--- src/hdl/sspc_pkg.sv ---
// Shared constants and types of the synchronous serial port core
package sspc_pkg;
    // ------------------------------------------------------------
    // Data path
    // ------------------------------------------------------------
    localparam int DATA_W = 16;
    localparam int FIFO_DEPTH = 8;
    localparam int FSIZE_MIN = 4;
    localparam int FSIZE_MAX = 16;
    localparam int HD_CTRL_BITS = 8;
    localparam int HD_WAIT_BITS = 1;
    // ------------------------------------------------------------
    // Bit rate
    // ------------------------------------------------------------
    localparam int CLK_HZ = 20000000;
    localparam int PRESCALE_MIN = 2;
    localparam int PRESCALE_MAX = 254;
    // ------------------------------------------------------------
    // Status
    // ------------------------------------------------------------
    localparam int TIMEOUT_BIT_PERIODS = 32;
    localparam int TIMEOUT_HALVES = 2 * TIMEOUT_BIT_PERIODS;
    localparam int SERVICE_LEVEL = 4;
    localparam int IRQ_TX = 0;
    localparam int IRQ_RX = 1;
    localparam int IRQ_TO = 2;
    localparam int IRQ_OV = 3;
    localparam logic [3:0] IRQ_RST = 4'h0;
    // ------------------------------------------------------------
    // Types
    // ------------------------------------------------------------
    typedef enum logic [1:0] {
        SSPC_FMT_PULSED = 2'b00,
        SSPC_FMT_SPI = 2'b01,
        SSPC_FMT_HALFDUP = 2'b10
    } sspc_fmt_t;
    typedef enum logic [2:0] {
        SSPC_ST_IDLE = 3'b000,
        SSPC_ST_SETUP = 3'b001,
        SSPC_ST_BITS = 3'b010,
        SSPC_ST_HOLD = 3'b011,
        SSPC_ST_GAP = 3'b100,
        SSPC_ST_END = 3'b101
    } sspc_state_t;
endpackage : sspc_pkg

--- src/hdl/sspc_core.sv ---
// Synchronous serial port core: word FIFO and serial engine
// Operation
// - prescaler divides by even value 2..254
// - second divider by one plus rate field
// - master-only engine; sys clock at least 2x
// - 16-bit, 8-deep transmit FIFO from CPU
// - received words registered then pushed, CPU pops
// - four sources ORed into one request
// - mask 1 enables; raw and masked readable
// - frames of 4 to 16 bits, MSB first
// - clock idle, toggles only during frames
// - timeout when clock idle and data waiting
// - frame select low through SPI/half-duplex frame
// - pulsed format launches rising, samples falling
// - half-duplex: 8-bit control, wait, reply
// - pulsed idle: clock, frame low; data tristated
// - pulsed frame line high one period first
// - pulsed word pushed on next rising edge
// - SPI idle clock follows polarity bit
// - phase selects first or second capture edge
// - SPI idle: clock idle, select high, data low
// - phase 0: select low, half later data, then clock
// - select high one period after last capture
// - phase 0 pulses select between words
`timescale 1ns/100ps
`default_nettype none

module sspc_fifo #(
    parameter int WIDTH = 16,
    parameter int DEPTH = 8,
    localparam int AW = $clog2(DEPTH)
) (
    input wire logic sys_clk,
    input wire logic rst_n,
    input wire logic in_valid,
    output logic in_ready,
    input wire logic [WIDTH-1:0] in_data,
    output logic out_valid,
    input wire logic out_ready,
    output logic [WIDTH-1:0] out_data,
    output logic [AW:0] count
);
    logic [WIDTH-1:0] mem_q [DEPTH];
    logic [WIDTH-1:0] mem_d [DEPTH];
    logic [AW-1:0] wp_q, wp_d, rp_q, rp_d;
    logic [AW:0] cnt_q, cnt_d;
    logic push, pop;

    always_comb begin
        in_ready = cnt_q != (AW+1)'(DEPTH);
        out_valid = cnt_q != '0;
        push = in_valid && in_ready;
        pop = out_valid && out_ready;
        mem_d = mem_q;
        wp_d = wp_q;
        rp_d = rp_q;
        if (push) begin
            mem_d[wp_q] = in_data;
            wp_d = (wp_q == AW'(DEPTH-1)) ? '0 : wp_q + 1'b1;
        end
        if (pop) begin
            rp_d = (rp_q == AW'(DEPTH-1)) ? '0 : rp_q + 1'b1;
        end
        cnt_d = cnt_q + (AW+1)'(push) - (AW+1)'(pop);
        out_data = mem_q[rp_q];
        count = cnt_q;
    end

    always_ff @(posedge sys_clk or negedge rst_n) begin
        if (!rst_n) begin
            for (int i = 0; i < DEPTH; i++) begin
                mem_q[i] <= '0;
            end
            wp_q <= '0;
            rp_q <= '0;
            cnt_q <= '0;
        end else begin
            mem_q <= mem_d;
            wp_q <= wp_d;
            rp_q <= rp_d;
            cnt_q <= cnt_d;
        end
    end
endmodule : sspc_fifo

module sspc_core #(
    parameter int FIFO_DEPTH = sspc_pkg::FIFO_DEPTH
) (
    input wire logic sys_clk,
    input wire logic rst_n,
    input wire logic port_enable,
    input wire logic slave_mode,
    input wire sspc_pkg::sspc_fmt_t frame_format,
    input wire logic clock_idle_polarity_bit,
    input wire logic capture_phase_bit,
    input wire logic [3:0] frame_size_minus1,
    input wire logic [7:0] prescale_divisor,
    input wire logic [7:0] serial_clock_rate_field,
    input wire logic [3:0] interrupt_mask_reg,
    input wire logic [3:0] irq_clear,
    output logic [3:0] raw_interrupt_status_reg,
    output logic [3:0] masked_interrupt_status_reg,
    output logic irq,
    input wire logic tx_valid,
    output logic tx_ready,
    input wire logic [sspc_pkg::DATA_W-1:0] tx_data,
    output logic rx_valid,
    input wire logic rx_ready,
    output logic [sspc_pkg::DATA_W-1:0] rx_data,
    output logic serial_bit_clock,
    output logic serial_bit_clock_oe_n,
    output logic frame_select_line,
    output logic serial_out_line,
    output logic serial_out_oe_n,
    input wire logic serial_in_line
);
    localparam int CW = $clog2(FIFO_DEPTH) + 1;

    // ------------------------------------------------------------
    // Buffers
    // ------------------------------------------------------------
    logic tx_take, tx_out_valid, rx_push, rx_in_ready;
    logic [15:0] tx_out_data, rx_word;
    logic [CW-1:0] tx_cnt, rx_cnt;

    sspc_fifo #(.WIDTH(sspc_pkg::DATA_W), .DEPTH(FIFO_DEPTH)) u_tx_fifo (
        .sys_clk(sys_clk), .rst_n(rst_n),
        .in_valid(tx_valid), .in_ready(tx_ready), .in_data(tx_data),
        .out_valid(tx_out_valid), .out_ready(tx_take), .out_data(tx_out_data),
        .count(tx_cnt)
    );
    sspc_fifo #(.WIDTH(sspc_pkg::DATA_W), .DEPTH(FIFO_DEPTH)) u_rx_fifo (
        .sys_clk(sys_clk), .rst_n(rst_n),
        .in_valid(rx_push), .in_ready(rx_in_ready), .in_data(rx_word),
        .out_valid(rx_valid), .out_ready(rx_ready), .out_data(rx_data),
        .count(rx_cnt)
    );

    // ------------------------------------------------------------
    // Receive pin synchroniser
    // ------------------------------------------------------------
    // Three stages add latency: a pin change reaches capture 4 cycles late,
    // so a half bit period must be at least 5 system cycles
    logic [2:0] sync_q, sync_d;
    logic sin_q, sin_d;

    always_comb begin
        sync_d = {sync_q[1:0], serial_in_line};
        sin_d = (sync_q[1] == sync_q[2]) ? sync_q[2] : sin_q;
    end

    always_ff @(posedge sys_clk or negedge rst_n) begin
        if (!rst_n) begin
            sync_q <= 3'h0;
            sin_q <= 1'b0;
        end else begin
            sync_q <= sync_d;
            sin_q <= sin_d;
        end
    end

    // ------------------------------------------------------------
    // Bit rate divider: one tick per half bit period
    // ------------------------------------------------------------
    logic [6:0] pre_q, pre_d, pre_last;
    logic [7:0] scr_q, scr_d;
    logic tick, div_clr;

    always_comb begin
        // Odd or too small divisors would break the half-period split
        pre_last = (prescale_divisor < 8'(sspc_pkg::PRESCALE_MIN)) ? 7'h00
                 : 7'(prescale_divisor[7:1] - 7'h01);
        tick = (pre_q >= pre_last) && (scr_q >= serial_clock_rate_field);
        pre_d = (pre_q >= pre_last) ? 7'h00 : pre_q + 7'h01;
        scr_d = scr_q;
        if (pre_q >= pre_last) begin
            scr_d = tick ? 8'h00 : scr_q + 8'h01;
        end
        if (div_clr) begin
            pre_d = 7'h00;
            scr_d = 8'h00;
        end
    end

    always_ff @(posedge sys_clk or negedge rst_n) begin
        if (!rst_n) begin
            pre_q <= 7'h00;
            scr_q <= 8'h00;
        end else begin
            pre_q <= pre_d;
            scr_q <= scr_d;
        end
    end

    // ------------------------------------------------------------
    // Serial engine
    // ------------------------------------------------------------
    function automatic logic is_capture(sspc_pkg::sspc_fmt_t f, logic ph, logic [5:0] e);
        logic r;
        r = 1'b0;
        unique case (f)
            sspc_pkg::SSPC_FMT_PULSED: r = !e[0] && e >= 6'h04;
            sspc_pkg::SSPC_FMT_SPI: r = e[0] ^ ph;
            default: r = e[0] && e >= 6'h13;
        endcase
        return r;
    endfunction : is_capture

    function automatic logic is_launch(sspc_pkg::sspc_fmt_t f, logic ph, logic [5:0] e,
                                       logic [5:0] last);
        logic r;
        r = 1'b0;
        unique case (f)
            sspc_pkg::SSPC_FMT_PULSED: r = e[0] && e >= 6'h03;
            sspc_pkg::SSPC_FMT_SPI: r = ph ? e[0] : (!e[0] && e < last);
            default: r = !e[0] && e <= 6'h10;
        endcase
        return r;
    endfunction : is_launch

    sspc_pkg::sspc_state_t st_q, st_d;
    sspc_pkg::sspc_fmt_t fmt_q, fmt_d;
    logic ph_q, ph_d, pol_q, pol_d, lvl_q, lvl_d, fss_q, fss_d, out_q, out_d;
    logic [4:0] n_q, n_d;
    logic [5:0] edge_q, edge_d, e, last_edge;
    logic [1:0] half_q, half_d;
    logic [15:0] sh_q, sh_d, rsh_q, rsh_d;
    logic more, load, ti_rise, hold_done, spi_ph1;
    logic [4:0] nsz;

    always_comb begin
        nsz = (frame_size_minus1 < 4'(sspc_pkg::FSIZE_MIN - 1)) ? 5'(sspc_pkg::FSIZE_MIN)
            : 5'(frame_size_minus1) + 5'h01;
        unique case (fmt_q)
            sspc_pkg::SSPC_FMT_PULSED: last_edge = {n_q, 1'b0} + 6'h02;
            sspc_pkg::SSPC_FMT_SPI: last_edge = {n_q, 1'b0};
            default: last_edge = {n_q, 1'b0} + 6'(2 * (sspc_pkg::HD_CTRL_BITS
                                                   + sspc_pkg::HD_WAIT_BITS));
        endcase
        spi_ph1 = fmt_q == sspc_pkg::SSPC_FMT_SPI && ph_q;
        hold_done = spi_ph1 ? half_q == 2'h1 : 1'b1;
        more = port_enable && !slave_mode && tx_out_valid;
        e = edge_q + 6'h01;
        st_d = st_q;
        fmt_d = fmt_q;
        ph_d = ph_q;
        pol_d = pol_q;
        n_d = n_q;
        lvl_d = lvl_q;
        fss_d = fss_q;
        out_d = out_q;
        edge_d = edge_q;
        half_d = half_q;
        sh_d = sh_q;
        rsh_d = rsh_q;
        load = 1'b0;
        ti_rise = 1'b0;
        rx_push = 1'b0;
        unique case (st_q)
            sspc_pkg::SSPC_ST_IDLE: begin
                lvl_d = 1'b0;
                out_d = 1'b0;
                fss_d = frame_format != sspc_pkg::SSPC_FMT_PULSED;
                if (more) begin
                    load = 1'b1;
                    // Pulsed format raises its frame pulse on the first edge instead
                    fss_d = 1'b0;
                    st_d = (frame_format == sspc_pkg::SSPC_FMT_PULSED) ? sspc_pkg::SSPC_ST_BITS
                         : sspc_pkg::SSPC_ST_SETUP;
                end
            end
            sspc_pkg::SSPC_ST_SETUP: begin
                if (tick) begin
                    // Phase 0 presents the MSB half a period before the first edge
                    if (!spi_ph1) begin
                        out_d = sh_q[15];
                        sh_d = {sh_q[14:0], 1'b0};
                    end
                    st_d = sspc_pkg::SSPC_ST_BITS;
                end
            end
            sspc_pkg::SSPC_ST_BITS: begin
                if (tick) begin
                    edge_d = e;
                    lvl_d = !lvl_q;
                    if (fmt_q == sspc_pkg::SSPC_FMT_PULSED) begin
                        if (e == 6'h01) begin
                            fss_d = 1'b1;
                        end
                        if (e == 6'h03) begin
                            fss_d = 1'b0;
                        end
                    end
                    if (is_launch(fmt_q, ph_q, e, last_edge)) begin
                        out_d = sh_q[15];
                        sh_d = {sh_q[14:0], 1'b0};
                    end
                    if (is_capture(fmt_q, ph_q, e)) begin
                        rsh_d = {rsh_q[14:0], sin_q};
                    end
                    if (e == last_edge) begin
                        half_d = 2'h0;
                        st_d = (fmt_q == sspc_pkg::SSPC_FMT_PULSED) ? sspc_pkg::SSPC_ST_END
                             : sspc_pkg::SSPC_ST_HOLD;
                    end
                end
            end
            sspc_pkg::SSPC_ST_HOLD: begin
                if (tick) begin
                    half_d = half_q + 2'h1;
                    if (hold_done) begin
                        rx_push = 1'b1;
                        if (spi_ph1 && more) begin
                            load = 1'b1;
                            st_d = sspc_pkg::SSPC_ST_SETUP;
                        end else begin
                            fss_d = 1'b1;
                            half_d = 2'h0;
                            st_d = more ? sspc_pkg::SSPC_ST_GAP : sspc_pkg::SSPC_ST_IDLE;
                        end
                    end
                end
            end
            sspc_pkg::SSPC_ST_GAP: begin
                if (tick) begin
                    half_d = half_q + 2'h1;
                    if (half_q == 2'h1) begin
                        if (more) begin
                            load = 1'b1;
                            fss_d = 1'b0;
                            st_d = sspc_pkg::SSPC_ST_SETUP;
                        end else begin
                            st_d = sspc_pkg::SSPC_ST_IDLE;
                        end
                    end
                end
            end
            sspc_pkg::SSPC_ST_END: begin
                if (tick) begin
                    rx_push = 1'b1;
                    if (more && frame_format == sspc_pkg::SSPC_FMT_PULSED) begin
                        load = 1'b1;
                        ti_rise = 1'b1;
                        st_d = sspc_pkg::SSPC_ST_BITS;
                    end else begin
                        st_d = sspc_pkg::SSPC_ST_IDLE;
                    end
                end
            end
            default: begin
                st_d = sspc_pkg::SSPC_ST_IDLE;
            end
        endcase
        if (load) begin
            fmt_d = frame_format;
            ph_d = capture_phase_bit;
            pol_d = clock_idle_polarity_bit;
            n_d = nsz;
            edge_d = 6'h00;
            half_d = 2'h0;
            rsh_d = 16'h0000;
            sh_d = (frame_format == sspc_pkg::SSPC_FMT_HALFDUP) ? {tx_out_data[7:0], 8'h00}
                 : 16'(tx_out_data << (5'd16 - nsz));
        end
        if (ti_rise) begin
            edge_d = 6'h01;
            lvl_d = 1'b1;
            fss_d = 1'b1;
        end
        tx_take = load;
        div_clr = load && st_q == sspc_pkg::SSPC_ST_IDLE;
        rx_word = rsh_q;
    end

    always_ff @(posedge sys_clk or negedge rst_n) begin
        if (!rst_n) begin
            st_q <= sspc_pkg::SSPC_ST_IDLE;
            fmt_q <= sspc_pkg::SSPC_FMT_PULSED;
            ph_q <= 1'b0;
            pol_q <= 1'b0;
            n_q <= 5'(sspc_pkg::FSIZE_MIN);
            lvl_q <= 1'b0;
            fss_q <= 1'b1;
            out_q <= 1'b0;
            edge_q <= 6'h00;
            half_q <= 2'h0;
            sh_q <= 16'h0000;
            rsh_q <= 16'h0000;
        end else begin
            st_q <= st_d;
            fmt_q <= fmt_d;
            ph_q <= ph_d;
            pol_q <= pol_d;
            n_q <= n_d;
            lvl_q <= lvl_d;
            fss_q <= fss_d;
            out_q <= out_d;
            edge_q <= edge_d;
            half_q <= half_d;
            sh_q <= sh_d;
            rsh_q <= rsh_d;
        end
    end

    // ------------------------------------------------------------
    // Pins
    // ------------------------------------------------------------
    logic idle;

    always_comb begin
        idle = st_q == sspc_pkg::SSPC_ST_IDLE;
        serial_bit_clock = lvl_q ^ (idle ? (frame_format == sspc_pkg::SSPC_FMT_SPI
                                            && clock_idle_polarity_bit)
                                         : (fmt_q == sspc_pkg::SSPC_FMT_SPI && pol_q));
        serial_bit_clock_oe_n = slave_mode;
        frame_select_line = fss_q;
        serial_out_line = out_q;
        serial_out_oe_n = idle && frame_format == sspc_pkg::SSPC_FMT_PULSED;
    end

    // ------------------------------------------------------------
    // Interrupt status
    // ------------------------------------------------------------
    logic [6:0] to_cnt_q, to_cnt_d;
    logic to_q, to_d, ov_q, ov_d, to_hit;
    logic [3:0] raw_q, raw_d, msk_q, msk_d;

    always_comb begin
        to_cnt_d = 7'h00;
        to_hit = 1'b0;
        if (idle && rx_valid) begin
            to_cnt_d = to_cnt_q;
            if (tick && to_cnt_q != 7'(sspc_pkg::TIMEOUT_HALVES)) begin
                to_cnt_d = to_cnt_q + 7'h01;
                to_hit = to_cnt_q == 7'(sspc_pkg::TIMEOUT_HALVES - 1);
            end
        end
        // A set in the cycle of its clear is kept
        to_d = to_hit || (to_q && !irq_clear[sspc_pkg::IRQ_TO]);
        ov_d = (rx_push && !rx_in_ready) || (ov_q && !irq_clear[sspc_pkg::IRQ_OV]);
        raw_d = {ov_d, to_d, rx_cnt >= CW'(sspc_pkg::SERVICE_LEVEL),
                 tx_cnt <= CW'(sspc_pkg::SERVICE_LEVEL)};
        msk_d = raw_d & interrupt_mask_reg;
        raw_interrupt_status_reg = raw_q;
        masked_interrupt_status_reg = msk_q;
        irq = |msk_q;
    end

    always_ff @(posedge sys_clk or negedge rst_n) begin
        if (!rst_n) begin
            to_cnt_q <= 7'h00;
            to_q <= 1'b0;
            ov_q <= 1'b0;
            raw_q <= sspc_pkg::IRQ_RST;
            msk_q <= sspc_pkg::IRQ_RST;
        end else begin
            to_cnt_q <= to_cnt_d;
            to_q <= to_d;
            ov_q <= ov_d;
            raw_q <= raw_d;
            msk_q <= msk_d;
        end
    end
endmodule : sspc_core

`default_nettype wire

--- config.mk ---
export PLATFORM = sky130hd
export DESIGN_NAME = sspc_core
export DESIGN_NICKNAME = d
export VERILOG_FILES = /design/src/hdl/sspc_pkg.sv /design/src/hdl/sspc_core.sv
export SDC_FILE = /design/constraint.sdc
export NUM_CORES = 1
export LEC_CHECK = 0
export BUFFER_PORTS_ARGS = -buffer_cell sky130_fd_sc_hd__buf_4
export CORE_MARGIN = 2
export CORE_UTILIZATION = 40
export CTS_BUF_LIST = sky130_fd_sc_hd__clkbuf_8
export DETAILED_ROUTE_END_ITERATION = 10
export MAX_ROUTING_LAYER = met4
export PLACE_DENSITY = 0.57
export SETUP_SLACK_MARGIN = 0.4
export SYNTH_ARGS = -nofsm -noshare
export SYNTH_HDL_FRONTEND = slang
export SYNTH_SLANG_ARGS = --single-unit
--- constraint.sdc ---
create_clock -name sys_clk -period 7.3 [get_ports sys_clk]
set_input_delay 1.095 -clock sys_clk [delete_from_list [all_inputs] [get_ports sys_clk]]
set_output_delay 1.095 -clock sys_clk [all_outputs]
set_load 0.05 [all_outputs]
==> out/metrics.cfg <==
[worst_setup_path]
cp_slowest_stage_delay_ns=0.54
startpoint_type=input port
cp_data_arrival_time_ns=5.30
crit_type=input port to flop
path_max_fanout=44
endpoint_kind=flop
crit_top_cell=ha_1
cp.required_ns=7.82
crit_chain=buf_4 -> or3_1 -> or2_2 -> nand2b_1 -> and2_1 -> ha_1 -> nor2b_1 -> o21ai_0 -> a31oi_1 -> a211oi_1 -> nor2_2 -> inv_2 -> buf_4 -> ha_1 -> inv_1 -> ha_1 -> inv_1 -> fa_1 -> xnor2_1
slowest_stage=a211oi_1

[route]
vias_per_cell=5.522
drtAntennaViolNets=0
num_vias=12670
routed_wl_mm=44.20
routedWlPerCell_um=19.26
drc=0
drt_iter0_markers=903
drt_pre_antenna_iters=6

[timing]
hold_viol_final=0
rsz0062_at_grt=false
fin_skew_ns=0.04456
fin_crit_sh=0.6547
relSlewSlack=0.2763
drv_slew=0
setup_ws_ns=2.521
finalCriticalPeriod_ns=4.779
fin_setup_tns_ns=0
holdWs_ns=0.3502
fmax_mhz=209.2
setup_viol=0
max_slew.worst_pin.slew_ns=1.086

[yosys]
syn_nets=1665
async_flop_share=1.000
seq_area_frac_synth=0.4769
syn_inst=1553
yosysTopAreaCell=dfrtp_1
synth.cell_area_um2=19160
synth_seq_cells=365
synth_area_per_cell_um2=12.33
synth_cell_types=89
synth_edf_count=0
synth.top_cell.area_share=0.4742
synth_flop_cell=dfrtp_1
yosys_warnings=0
synthTopCellsByArea=dfrtp_1 (47%), mux2_2 (14%), mux4_2 (6.9%), ha_1 (3.6%), mux2i_1 (2.2%)

[placement]
detailedPlace.worstSlack_ns=1.850
portBuffers=83
dp_hpwl_mm=27.72
dp_cells=2172
place_congestion=0.8454
dpl_cell_area_um2=20260

[layout]
reg_top3=u_rx_fifo.mem_q x128, u_tx_fifo.mem_q x128
nFillCells=4326
synthToLayoutAreaGrowth_pct=12.65
multi_input_area_um2=9285
final_cells=2295
postLayoutCellArea_um2=21580
final_common_cell=dfrtp_1
seq_area_um2=9139
final_cell_mix=dfrtp_1 (361), mux2_2 (243), buf_4 (106)
nNetsFinal=1739
drive_above_1_share=0.3248

[clocking]
cts_buffers=68
path_clk_slew_ns=0.05
cts_tree=built
hold_buffers=0
clockBufferDepth=3
root_buffer=clkbuf_8
h-tree-depth=3
cts_resized=0
clkLatencyLatePin_ns=0.66
cts.sinks=365
cts_setup_buffers=0

[global_route]
antenna_found_initial=2
grtUsageTotal=0.1886
grt_pass1_vias=13140
grt_first_pass_wirelength_mm=72.28
grt_overflow_total=0
grt_max_degree=145

[die]
io_pins=87
die_area_um2=49660
start_util=0.4029
fp.dieW_um=222.8
die_h_um=222.8
rows=80
core_area_um2=47550

[status]
outcome=completed

[flow_run]
maxCapViolations=0

[hold_path]
min_path_type=flop to flop

[power_and_ir_drop]
p_leak_uw=0.009944
power.density_nw_per_um2=305.8
vdd_ir_drop_max_mv=0.1845

[area by class of cell]
type                       instances  share of cell area
multi-input combinational       1022              0.4303
sequential                       365              0.4235
clock buffer                      80             0.05102
timing repair buffer             108             0.03850
tap                              615             0.03566
inverter                          62             0.01084
clock inverter                    41            0.009973
antenna                            2           0.0002319
[per-layer routing]
layer	global-route usage	routed length, um	up-vias
met2	0.2975	21070	238
met3	0.04020	1899	72
li1	-	-	5845
met1	0.2436	20180	6518
met4	0.06019	1043	0
met5	-	0	-
[worst max-delay path: cells and delay by family]
family	cells	cell delay, ns
AOI/OAI and AO/OA	3	1.02
xor gates and xnor gates	1	0.13
adders and majority gates	4	1.13
buffers and inverters	5	0.71
and+or+nand+nor	6	1.21
[power by group]
group          switching, uW  total (uW)  internal (uW)
registers                305        2790           2480
logic                    955        1910            959
clock network            888        1900           1010
[Yosys cell counts, types with 5 or more instances]
cell,count
dfrtp_1,363
mux2_2,243
nand2_1,87
nor2_1,76
mux4_2,59
inv_1,58
ha_1,55
clkbuf_1,50
mux2i_1,43
nand3_1,43
o21ai_0,38
a21oi_1,31
mux2_1,30
nor3_1,26
xnor2_1,22
buf_1,20
buf_4,18
xor2_1,16
a31oi_1,12
and3_1,12
nand4_1,12
a22oi_1,11
nor2b_1,11
a211oi_1,10
and2_1,10
mux2_4,10
nand2b_1,10
o31ai_1,10
buf_2,9
o211ai_1,9
a21o_1,8
a221oi_1,7
a222oi_1,6
a22o_1,6
a32o_1,6
buf_6,6
o22ai_1,6
or3_1,6
nand3b_1,5
nor3b_1,5
o31a_1,5
or2_2,5
[final timing paths]
kind | from | end | slack [ns] | depth (start not counted)
max | prescale_divisor[2] | u_tx_fifo.count[2] | 2.52 | 19
min | sync_q[0] | sync_q[1] | 0.35 | 0
max reg2reg | st_q[0] | u_tx_fifo.count[2] | 3.32 | 13
min reg2reg | sync_q[0] | sync_q[1] | 0.35 | 0
max in group asynchronous | rst_n | u_tx_fifo.mem_q[80] | 5.46 | 2
min in group asynchronous | rst_n | masked_interrupt_status_reg[2] | 0.41 | 1
[cell families after synthesis]
logic type	share of synthesized area
AO/OA/AOI/OAI	0.07492
XOR/XNOR	0.01737
adder cells (fa/ha/maj)	0.03854
buffers and inverters	0.03965
flip-flops	0.4769
multiplexers	0.2602
AND/OR/NAND/NOR	0.09243
[through the flow]
step / util / power [uW]
3_5_place_dp: 0.4261 / 4744
5_1_grt: 0.4539 / 7029
3_3_place_gp: 0.4261 / 4672
2_1_floorplan: - / 4198
6_report: 0.4539 / 6599
4_1_cts: 0.4538 / 6691
Note: power is estimated with default switching activity, not from simulation.
